--- config.mk ---
export PLATFORM = sky130hd
export DESIGN_NAME = bmf_ctrl
export DESIGN_NICKNAME = d
export VERILOG_FILES = /design/src/logic/bmf_pkg.sv /design/src/logic/bmf_fifo.sv /design/src/logic/bmf_ctrl.sv
export SDC_FILE = /design/constraint.sdc
export NUM_CORES = 1
export LEC_CHECK = 0
export BUFFER_PORTS_ARGS = -buffer_cell sky130_fd_sc_hd__buf_4
export CAP_MARGIN = 20
export CORE_UTILIZATION = 50
export DETAILED_ROUTE_END_ITERATION = 10
export GPL_TIMING_DRIVEN = 0
export PLACE_DENSITY = 0.67
export SKIP_LAST_GASP = 1
export SLEW_MARGIN = 20
export SYNTH_ARGS = -nofsm -noshare
export SYNTH_HDL_FRONTEND = slang
export SYNTH_SLANG_ARGS = --single-unit
--- constraint.sdc ---
create_clock -name ref_clk -period 9 [get_ports ref_clk]
set_input_delay 0.45 -clock ref_clk [delete_from_list [all_inputs] [get_ports ref_clk]]
set_output_delay 0.45 -clock ref_clk [all_outputs]
set_load 0.01 [all_outputs]
--- src/logic/bmf_pkg.sv ---
// Package of constants and types for the bus-matching FIFO control block
package bmf_pkg;
  localparam int BMF_WORD_W = 36;
  localparam int BMF_BYTE_W = 9;
  localparam int BMF_HALF_W = 18;
  localparam int BMF_DEPTH = 16;
  localparam int BMF_OFS_W = 32;
  // Parity bit positions in an offset word
  localparam int BMF_PAR_B0 = 8;
  localparam int BMF_PAR_B1 = 17;
  localparam int BMF_PAR_B2 = 26;
  localparam int BMF_PAR_B3 = 35;
  // Width codes: 0 = x36, 1 = x18, 2 = x9
  localparam logic [1:0] BMF_W36 = 2'h0;
  localparam logic [1:0] BMF_W18 = 2'h1;
  localparam logic [1:0] BMF_W9 = 2'h2;
  // Reset values of the latched widths and of the data registers
  localparam logic [1:0] BMF_WIDTH_RST = 2'h0;
  localparam logic [BMF_WORD_W-1:0] BMF_DATA_RST = 36'h0_0000_0000;
  typedef enum logic {BMF_BIG, BMF_LITTLE} bmf_order_t;
endpackage

--- src/logic/bmf_fifo.sv ---
// Parameterised FIFO with valid/ready on both sides
`timescale 1ns/1ps
module bmf_fifo #(
  parameter int WIDTH = 36,
  parameter int DEPTH = 16
) (
  // Clock and reset
  input wire logic ref_clk,
  input wire logic rst,
  input wire logic clear,
  // Fill side
  input wire logic in_valid,
  output logic in_ready,
  input wire logic [WIDTH-1:0] in_data,
  // Drain side
  output logic out_valid,
  input wire logic out_ready,
  output logic [WIDTH-1:0] out_data,
  // Mark and rewind of the drain pointer
  input wire logic mark,
  input wire logic rewind
);
  localparam int AW = $clog2(DEPTH);
  logic [WIDTH-1:0] mem [DEPTH];
  logic [AW:0] wr_ptr;
  logic [AW:0] rd_ptr;
  logic [AW:0] mark_ptr;
  logic marked;
  logic push;
  logic pop;
  logic [AW:0] hold_ptr;

  // Words from the mark onward stay resident until the mark is cleared
  assign hold_ptr = marked ? mark_ptr : rd_ptr;
  assign in_ready = (wr_ptr - hold_ptr) != (AW+1)'(DEPTH);
  assign out_valid = wr_ptr != rd_ptr;
  assign out_data = mem[rd_ptr[AW-1:0]];
  assign push = in_valid && in_ready;
  assign pop = out_valid && out_ready;

  always_ff @(posedge ref_clk) begin
    if (push) begin
      mem[wr_ptr[AW-1:0]] <= in_data;
    end
  end

  always_ff @(posedge ref_clk or posedge rst) begin
    if (rst) begin
      wr_ptr <= '0;
    end else if (clear) begin
      wr_ptr <= '0;
    end else if (push) begin
      wr_ptr <= wr_ptr + 1'b1;
    end
  end

  // Rewind wins over a pop in the same cycle
  always_ff @(posedge ref_clk or posedge rst) begin
    if (rst) begin
      rd_ptr <= '0;
    end else if (clear) begin
      rd_ptr <= '0;
    end else if (rewind && marked) begin
      rd_ptr <= mark_ptr;
    end else if (pop) begin
      rd_ptr <= rd_ptr + 1'b1;
    end
  end

  always_ff @(posedge ref_clk or posedge rst) begin
    if (rst) begin
      mark_ptr <= '0;
      marked <= 1'b0;
    end else if (clear) begin
      mark_ptr <= '0;
      marked <= 1'b0;
    end else if (mark) begin
      mark_ptr <= rd_ptr;
      marked <= 1'b1;
    end
  end
endmodule // bmf_fifo

--- src/logic/bmf_ctrl.sv ---
// Bus-matching FIFO: configuration latch, width matching and read control
// Functional notes
// - Mark on a read clock edge records the location being read.
// - Retransmit going low after a mark rewinds the read pointer there.
// - Width-match, write and read width pins sampled at master reset.
// - Big-endian: most significant part of a long word read first.
// - Little-endian: least significant byte of a long word read first.
// - Byte-order pin latched at master reset; low big, high little.
// - Interspersed parity: bits 8, 17, 26, 35 are parity in offset words.
// - Non-interspersed: bits 8, 17, 26 valid, bits 32 to 35 ignored.
// - Parity placement pin low at reset non-interspersed, high interspersed.
// - Idle device powers down; any operation wakes it at once.
// - Read chip select sampled on read clock; inactive floats outputs.
// - Output enable and read chip select together gate output buffer.
// - Read timing select latched at reset; high clocked, low strobed.
// - Write timing select latched at reset; high clocked, low strobed.
// - Flag shows empty in standard mode, output valid in fall-through.
// - Fall-through or standard timing chosen at master reset.
// - Read clock echo only works with a clocked read port.
// - A test access port with a one-bit bypass path is provided.
`timescale 1ns/1ps
module bmf_ctrl
  import bmf_pkg::*;
#(
  parameter int DEPTH = BMF_DEPTH
) (
  // Clock and reset
  input wire logic ref_clk,
  input wire logic rst,
  input wire logic master_reset_n,
  // Configuration straps
  input wire logic width_match_enable,
  input wire logic write_width_select,
  input wire logic read_width_select,
  input wire logic byte_order_select,
  input wire logic parity_placement_select,
  input wire logic read_port_sync_select,
  input wire logic write_port_sync_select,
  input wire logic fallthrough_or_serial_in,
  // Write port
  input wire logic write_en,
  input wire logic write_strobe,
  input wire logic [bmf_pkg::BMF_WORD_W-1:0] write_data_in,
  output logic write_ready,
  // Offset load path
  input wire logic offset_load,
  output logic [bmf_pkg::BMF_OFS_W-1:0] offset_value,
  // Read port
  input wire logic read_en,
  input wire logic read_strobe,
  input wire logic read_chip_select_n,
  input wire logic output_enable_n,
  input wire logic mark,
  input wire logic retransmit_n,
  output logic [bmf_pkg::BMF_WORD_W-1:0] read_data_out,
  output logic [bmf_pkg::BMF_WORD_W-1:0] read_data_oe_n,
  output logic empty_or_valid_flag_n,
  output logic read_clock_echo,
  // Status
  output logic power_down,
  output logic [1:0] write_width,
  output logic [1:0] read_width,
  // Test access port
  input wire logic tck,
  input wire logic tms,
  input wire logic tdi,
  output logic tdo
);
  import bmf_pkg::*;

  ////////////////////////////////////////////////////////////////////////
  // Pin synchronisers (three flops, second and third must agree)
  localparam int NSYNC = 7;
  logic [NSYNC-1:0] pin_raw;
  logic [NSYNC-1:0] s1, s2, s3;
  logic [NSYNC-1:0] pin_q;
  assign pin_raw = {master_reset_n, write_strobe, read_strobe, mark,
                    retransmit_n, read_chip_select_n, tck};
  always_ff @(posedge ref_clk or posedge rst) begin
    if (rst) begin
      // Idle pin levels, so no false edge or mark follows reset
      s1 <= 7'h46;
      s2 <= 7'h46;
      s3 <= 7'h46;
      pin_q <= 7'h46;
    end else begin
      s1 <= pin_raw;
      s2 <= s1;
      s3 <= s2;
      for (int i = 0; i < NSYNC; i++) begin
        if (s2[i] == s3[i]) begin
          pin_q[i] <= s3[i];
        end
      end
    end
  end
  logic mrs_n, wr_stb, rd_stb, mark_q, rt_n, rcs_n_q, tck_q;
  assign {mrs_n, wr_stb, rd_stb, mark_q, rt_n, rcs_n_q, tck_q} = pin_q;

  logic wr_stb_d, rd_stb_d, rt_n_d, tck_d;
  always_ff @(posedge ref_clk or posedge rst) begin
    if (rst) begin
      wr_stb_d <= 1'b1;
      rd_stb_d <= 1'b1;
      rt_n_d <= 1'b1;
      tck_d <= 1'b0;
    end else begin
      wr_stb_d <= wr_stb;
      rd_stb_d <= rd_stb;
      rt_n_d <= rt_n;
      tck_d <= tck_q;
    end
  end

  ////////////////////////////////////////////////////////////////////////
  // Configuration latched while master reset is held
  logic in_mrs;
  logic sync_rd, sync_wr, fwft, parity_il;
  bmf_order_t order;
  assign in_mrs = !mrs_n;
  always_ff @(posedge ref_clk or posedge rst) begin
    if (rst) begin
      write_width <= BMF_WIDTH_RST;
      read_width <= BMF_WIDTH_RST;
    end else if (in_mrs) begin
      write_width <= BMF_W36;
      read_width <= BMF_W36;
      if (width_match_enable) begin
        unique case ({write_width_select, read_width_select})
          2'b00: read_width <= BMF_W18;
          2'b01: read_width <= BMF_W9;
          2'b10: write_width <= BMF_W18;
          2'b11: write_width <= BMF_W9;
        endcase
      end
    end
  end
  always_ff @(posedge ref_clk or posedge rst) begin
    if (rst) begin
      order <= BMF_BIG;
      parity_il <= 1'b0;
      sync_rd <= 1'b1;
      sync_wr <= 1'b1;
      fwft <= 1'b0;
    end else if (in_mrs) begin
      order <= byte_order_select ? BMF_LITTLE : BMF_BIG;
      parity_il <= parity_placement_select;
      sync_rd <= read_port_sync_select;
      sync_wr <= write_port_sync_select;
      fwft <= fallthrough_or_serial_in;
    end
  end

  ////////////////////////////////////////////////////////////////////////
  // Write and read strobes in either timing mode
  logic wr_op, rd_op;
  assign wr_op = mrs_n && (sync_wr ? write_en : (wr_stb && !wr_stb_d));
  assign rd_op = mrs_n && (sync_rd ? read_en : (rd_stb && !rd_stb_d));

  ////////////////////////////////////////////////////////////////////////
  // Write side packing of narrow words
  logic [BMF_WORD_W-1:0] pack;
  logic [1:0] pack_cnt;
  logic [1:0] pack_last;
  logic pack_valid;
  logic fifo_in_ready;
  logic [BMF_BYTE_W-1:0] wbyte;
  logic [BMF_HALF_W-1:0] whalf;
  assign pack_last = (write_width == BMF_W9) ? 2'h3 :
                     (write_width == BMF_W18) ? 2'h1 : 2'h0;
  assign write_ready = fifo_in_ready && !pack_valid;
  assign wbyte = write_data_in[BMF_BYTE_W-1:0];
  assign whalf = write_data_in[BMF_HALF_W-1:0];
  always_ff @(posedge ref_clk or posedge rst) begin
    if (rst) begin
      pack <= BMF_DATA_RST;
      pack_cnt <= 2'h0;
      pack_valid <= 1'b0;
    end else if (in_mrs) begin
      pack_cnt <= 2'h0;
      pack_valid <= 1'b0;
    end else begin
      if (pack_valid && fifo_in_ready) begin
        pack_valid <= 1'b0;
      end
      if (wr_op && write_ready && !offset_load) begin
        if (write_width == BMF_W36) begin
          pack <= write_data_in;
        end else if (order == BMF_BIG) begin
          pack <= (write_width == BMF_W9) ?
            {pack[BMF_WORD_W-BMF_BYTE_W-1:0], wbyte} :
            {pack[BMF_HALF_W-1:0], whalf};
        end else begin
          pack <= (write_width == BMF_W9) ?
            {wbyte, pack[BMF_WORD_W-1:BMF_BYTE_W]} :
            {whalf, pack[BMF_WORD_W-1:BMF_HALF_W]};
        end
        pack_cnt <= (pack_cnt == pack_last) ? 2'h0 : pack_cnt + 2'h1;
        pack_valid <= pack_cnt == pack_last;
      end
    end
  end

  ////////////////////////////////////////////////////////////////////////
  // Offset word decode by parity placement
  always_ff @(posedge ref_clk or posedge rst) begin
    if (rst) begin
      offset_value <= '0;
    end else if (wr_op && offset_load && mrs_n) begin
      if (parity_il) begin
        offset_value <= {write_data_in[34:27], write_data_in[25:18],
                         write_data_in[16:9], write_data_in[7:0]};
      end else begin
        offset_value <= write_data_in[BMF_OFS_W-1:0];
      end
    end
  end

  ////////////////////////////////////////////////////////////////////////
  // Storage
  logic fifo_valid, fifo_pop;
  logic [BMF_WORD_W-1:0] fifo_data;
  logic rewind;
  assign rewind = !rt_n && rt_n_d;
  bmf_fifo #(.WIDTH(BMF_WORD_W), .DEPTH(DEPTH)) u_fifo (
    .ref_clk(ref_clk),
    .rst(rst),
    .clear(in_mrs),
    .in_valid(pack_valid),
    .in_ready(fifo_in_ready),
    .in_data(pack),
    .out_valid(fifo_valid),
    .out_ready(fifo_pop),
    .out_data(fifo_data),
    .mark(mark_q && (sync_rd ? 1'b1 : rd_op) && mrs_n),
    .rewind(rewind && mrs_n)
  );

  ////////////////////////////////////////////////////////////////////////
  // Read side: slice each long word, fall-through or standard
  logic [1:0] slice_cnt;
  logic [1:0] slice_last;
  logic [1:0] slice_sel;
  logic out_has;
  logic take;
  logic [BMF_WORD_W-1:0] next_q;
  assign slice_last = (read_width == BMF_W9) ? 2'h3 :
                      (read_width == BMF_W18) ? 2'h1 : 2'h0;
  assign slice_sel = (order == BMF_BIG) ? slice_last - slice_cnt : slice_cnt;
  assign take = fifo_valid && (rd_op || (fwft && !out_has)) && !rewind;
  assign fifo_pop = take && slice_cnt == slice_last;
  always_comb begin
    next_q = '0;
    unique case (read_width)
      BMF_W9: next_q[BMF_BYTE_W-1:0] =
        fifo_data[slice_sel*BMF_BYTE_W +: BMF_BYTE_W];
      BMF_W18: next_q[BMF_HALF_W-1:0] =
        fifo_data[slice_sel[0]*BMF_HALF_W +: BMF_HALF_W];
      default: next_q = fifo_data;
    endcase
  end
  always_ff @(posedge ref_clk or posedge rst) begin
    if (rst) begin
      read_data_out <= BMF_DATA_RST;
      slice_cnt <= 2'h0;
      out_has <= 1'b0;
    end else if (in_mrs) begin
      read_data_out <= BMF_DATA_RST;
      slice_cnt <= 2'h0;
      out_has <= 1'b0;
    end else begin
      if (rewind) begin
        slice_cnt <= 2'h0;
      end
      if (take) begin
        read_data_out <= next_q;
        slice_cnt <= (slice_cnt == slice_last) ? 2'h0 : slice_cnt + 2'h1;
        out_has <= 1'b1;
      end else if (rd_op) begin
        out_has <= 1'b0;
      end
    end
  end
  // Fall-through: low when output holds data; standard: low when the FIFO holds data
  assign empty_or_valid_flag_n = fwft ? !out_has : !fifo_valid;

  ////////////////////////////////////////////////////////////////////////
  // Output buffer control
  logic rcs_active;
  always_ff @(posedge ref_clk or posedge rst) begin
    if (rst) begin
      rcs_active <= 1'b0;
    end else begin
      rcs_active <= !rcs_n_q && mrs_n;
    end
  end
  assign read_data_oe_n = {BMF_WORD_W{output_enable_n || !rcs_active}};

  // Echo toggles per clock only in clocked read mode
  always_ff @(posedge ref_clk or posedge rst) begin
    if (rst) begin
      read_clock_echo <= 1'b0;
    end else begin
      read_clock_echo <= sync_rd ? !read_clock_echo : 1'b0;
    end
  end

  // Idle detect
  assign power_down = !(wr_op || rd_op || take || pack_valid || in_mrs
                        || mark_q || rewind);

  ////////////////////////////////////////////////////////////////////////
  // Test access: bypass path shifted on sampled test clock edges
  logic [3:0] tap_state;
  logic bypass;
  always_ff @(posedge ref_clk or posedge rst) begin
    if (rst) begin
      tap_state <= 4'h0;
      bypass <= 1'b0;
      tdo <= 1'b0;
    end else if (tck_q && !tck_d) begin
      tap_state <= tms ? 4'h0 : 4'h1;
      bypass <= tdi;
      tdo <= (tap_state == 4'h1) ? bypass : 1'b0;
    end
  end
endmodule // bmf_ctrl

==> run summary <==
Yosys cell types = 63
Power Density = 263.3 nW/um^2
post-synth net total = 1968
DRC Markers = 0
CTS tree = built
Vias/cell = 6.240
Cells after Synth = 1894
Initial Utilization = 51.07%
grt ovf = 0
global-route usage over all layers = 27.95%
Final HPWL DP = 57870 um
final hold vios = 0
Rows = 90
Die W = 251.2 um
CP arrival = 5830 ps
top cells by count, synth = edfxtp_1, mux2i_1, dfrtp_1, nand2_1, mux4_2
Mean Syn Cell Area = 16.40 sq um
Crit path required time = 9300 ps
Post-synth EDFFs = 576
Clock Latency Late Sink = 620 ps
dpl ws = 3544 ps
critical-path maximum fanout = 19
placer's final routability congestion estimate = 0.9384
CTS Buf Count = 77
Pleak = 12.90 nW
Via Count = 18746
Final Non-Filler Cells = 3004
# resized after CTS = 0
FFs w/ async S/R, synth = 22.99%
dominant cell by count in the synthesized netlist = edfxtp_1
Area contributors post-synth = edfxtp_1, dfrtp_1, mux4_2, mux2i_1, a22oi_1
fin crit period = 5533 ps
CP Launch Type = flip-flop
first-pass iteration count of the detailed router = 5
share of Yosys cell area claimed by the top area cell type = 55.70%
Final nets = 2236
port bufs = 171
hold crit path type = input port to flip-flop
post-DR wirelength/cell = 29.02 um
sequential share of the synthesized area = 69.63%
ANT cells = 0
share of layout cells above drive strength 1 = 25.07%
period utilisation layout = 61.48%
Worst-Margin Slew = 1057 ps
Worst slew margin = 29.55%
initial antenna violation count = 1
global-route wire length before repair = 126800 um
die footprint = 63110 sq um
core area = 60810 sq um
Final Power = 9.535 mW
final setup skew = 23.23 ps
synthesized area = 31050 sq um
dpl cells = 2857
Max H-tree Level = 3
area leader, netlist = edfxtp_1
largest net degree at the start of global routing = 94
filler cell count = 4607
DR iter-0 viols = 2152
clock transition at the registers of the reported paths = 60 ps
Die Ht = 251.2 um
vias in the first global route = 19129
worst hold slack = 45.51 ps
Worst VDD drop = 0.1519 mV
RSZ-0062 raised after global routing = false
max-cap violation count = 0
CTS Buffer Depth = 3
Max Clock Freq = 180.7 MHz
CP Class = flip-flop to flip-flop
status = complete, no violations
register bit count reported by yosys = 748
yosys warns = 0
Final setup viols = 0
Crit. End Element = flip-flop
root buffer cell = clkbuf_16
Antenna Violating Nets Remaining = 0
r2r setup slk = 3470 ps
clock sink count = 748
Core Util, Final = 59.55%
drt total wl = 87190 um
Setup WS post-layout = 3467 ps
synth-to-layout area growth = 16.60%
placed inst area = 33590 sq um
# IOs = 172
Final Cell Area = 36210 sq um
top_reg_cell synth = edfxtp_1
fin. max-slew vios = 0
Post-Route Setup TNS = 0 ps
[path summary, 6_finish.rpt]
path / start / to / cells after the start
worst max-delay path: u_fifo.rd_ptr[2] / u_fifo.mem[2][6] / 14
worst min-delay path: tms / tap_state[0] / 2
worst max register to register: u_fifo.rd_ptr[2] / u_fifo.mem[2][6] / 14
worst min register to register: s1[4] / s2[4] / 0
max in group asynchronous: rst / pack[4] / 4
min in group asynchronous: rst / s3[0] / 3
[routing by layer]
metal | up-vias | track usage [%] | routed length (um)
li1 | 7970 | - | -
met1 | 9672 | 37.82 | 34460
met2 | 958 | 45.28 | 42090
met3 | 146 | 4.566 | 7291
met4 | 0 | 11.60 | 3350
met5 | - | 0 | 0
[power breakdown]
part           internal, mW  switching [mW]  leakage (nW)
clock                  1.89            1.28          1.23
combinational         0.654           0.846          4.26
sequential             4.26           0.598          7.42
[final cells by class]
cell class                      count  area (sq um)  area share (%)
Buffer                            149         767.0           2.118
Inverter                           20         82.58          0.2281
Tap cell                          782         978.4           2.702
Clock buffer                      108          2218           6.127
Multi-Input combinational cell    977          8646           23.88
Clock inverter                     31         307.8          0.8501
Timing Repair Buffer              189          1587           4.382
Sequential cell                   748         21620           59.72
[logic make-up (layout without fill, tap and decap cells)]
kind of cell    after synthesis  count (layout)  synth area share, %
flops                       748             748                69.63
compound gates              339             339                7.256
mux                         316             316                14.83
simple gates                284             284                4.295
buf+inv                     169             497                2.712
fa+ha+maj                    22              22               0.8300
xor+xnor                     16              16               0.4513
[state kept, by name, indices dropped and copies added, names as in the netlist, 5 cells and up]
register	cells
offset_value	32
s3	7
pack	36
s2	7
u_fifo.wr_ptr	5
u_fifo.mark_ptr	5
u_fifo.mem	576
read_data_out	36
u_fifo.rd_ptr	5
s1	7
pin_q	7
[critical path, stage by stage (launching register included)]
cell	delay [ps]
dfrtp_1	410
buf_2	290
buf_1	650
buf_2	430
buf_2	340
mux2i_1	200
ha_1	340
and3b_1	200
a311o_1	340
a221oi_2	360
o31ai_1	140
buf_2	210
nor3_1	350
and2_2	640
buf_12	270
[placed cells by master, fill, tap and decap left out, types with 13 or more instances in the layout]
cell type and instances:
xnor2_1 13, nor2_1 41, ha_1 15, dfrtp_1 155
and2_4 14, nand2b_1 16, buf_2 31, clkbuf_16 83
a31oi_1 17, mux4_2 112, clkbuf_1 76, edfxtp_1 576
buf_1 16, o21ai_0 109, a221oi_1 24, dfstp_2 17
a22o_1 19, buf_4 216, nand3_1 27, nand2_1 129
inv_1 18, mux2_2 33, mux2i_1 171, a22oi_1 84
a21oi_1 36
[what timing repair did]
action / 4_1_cts / 5_1_grt
buffers inserted: 0 / 0
hold endpoints to repair: 74 / 0
hold buffers: 8 / 0
Power figures use the tool's default switching activity.
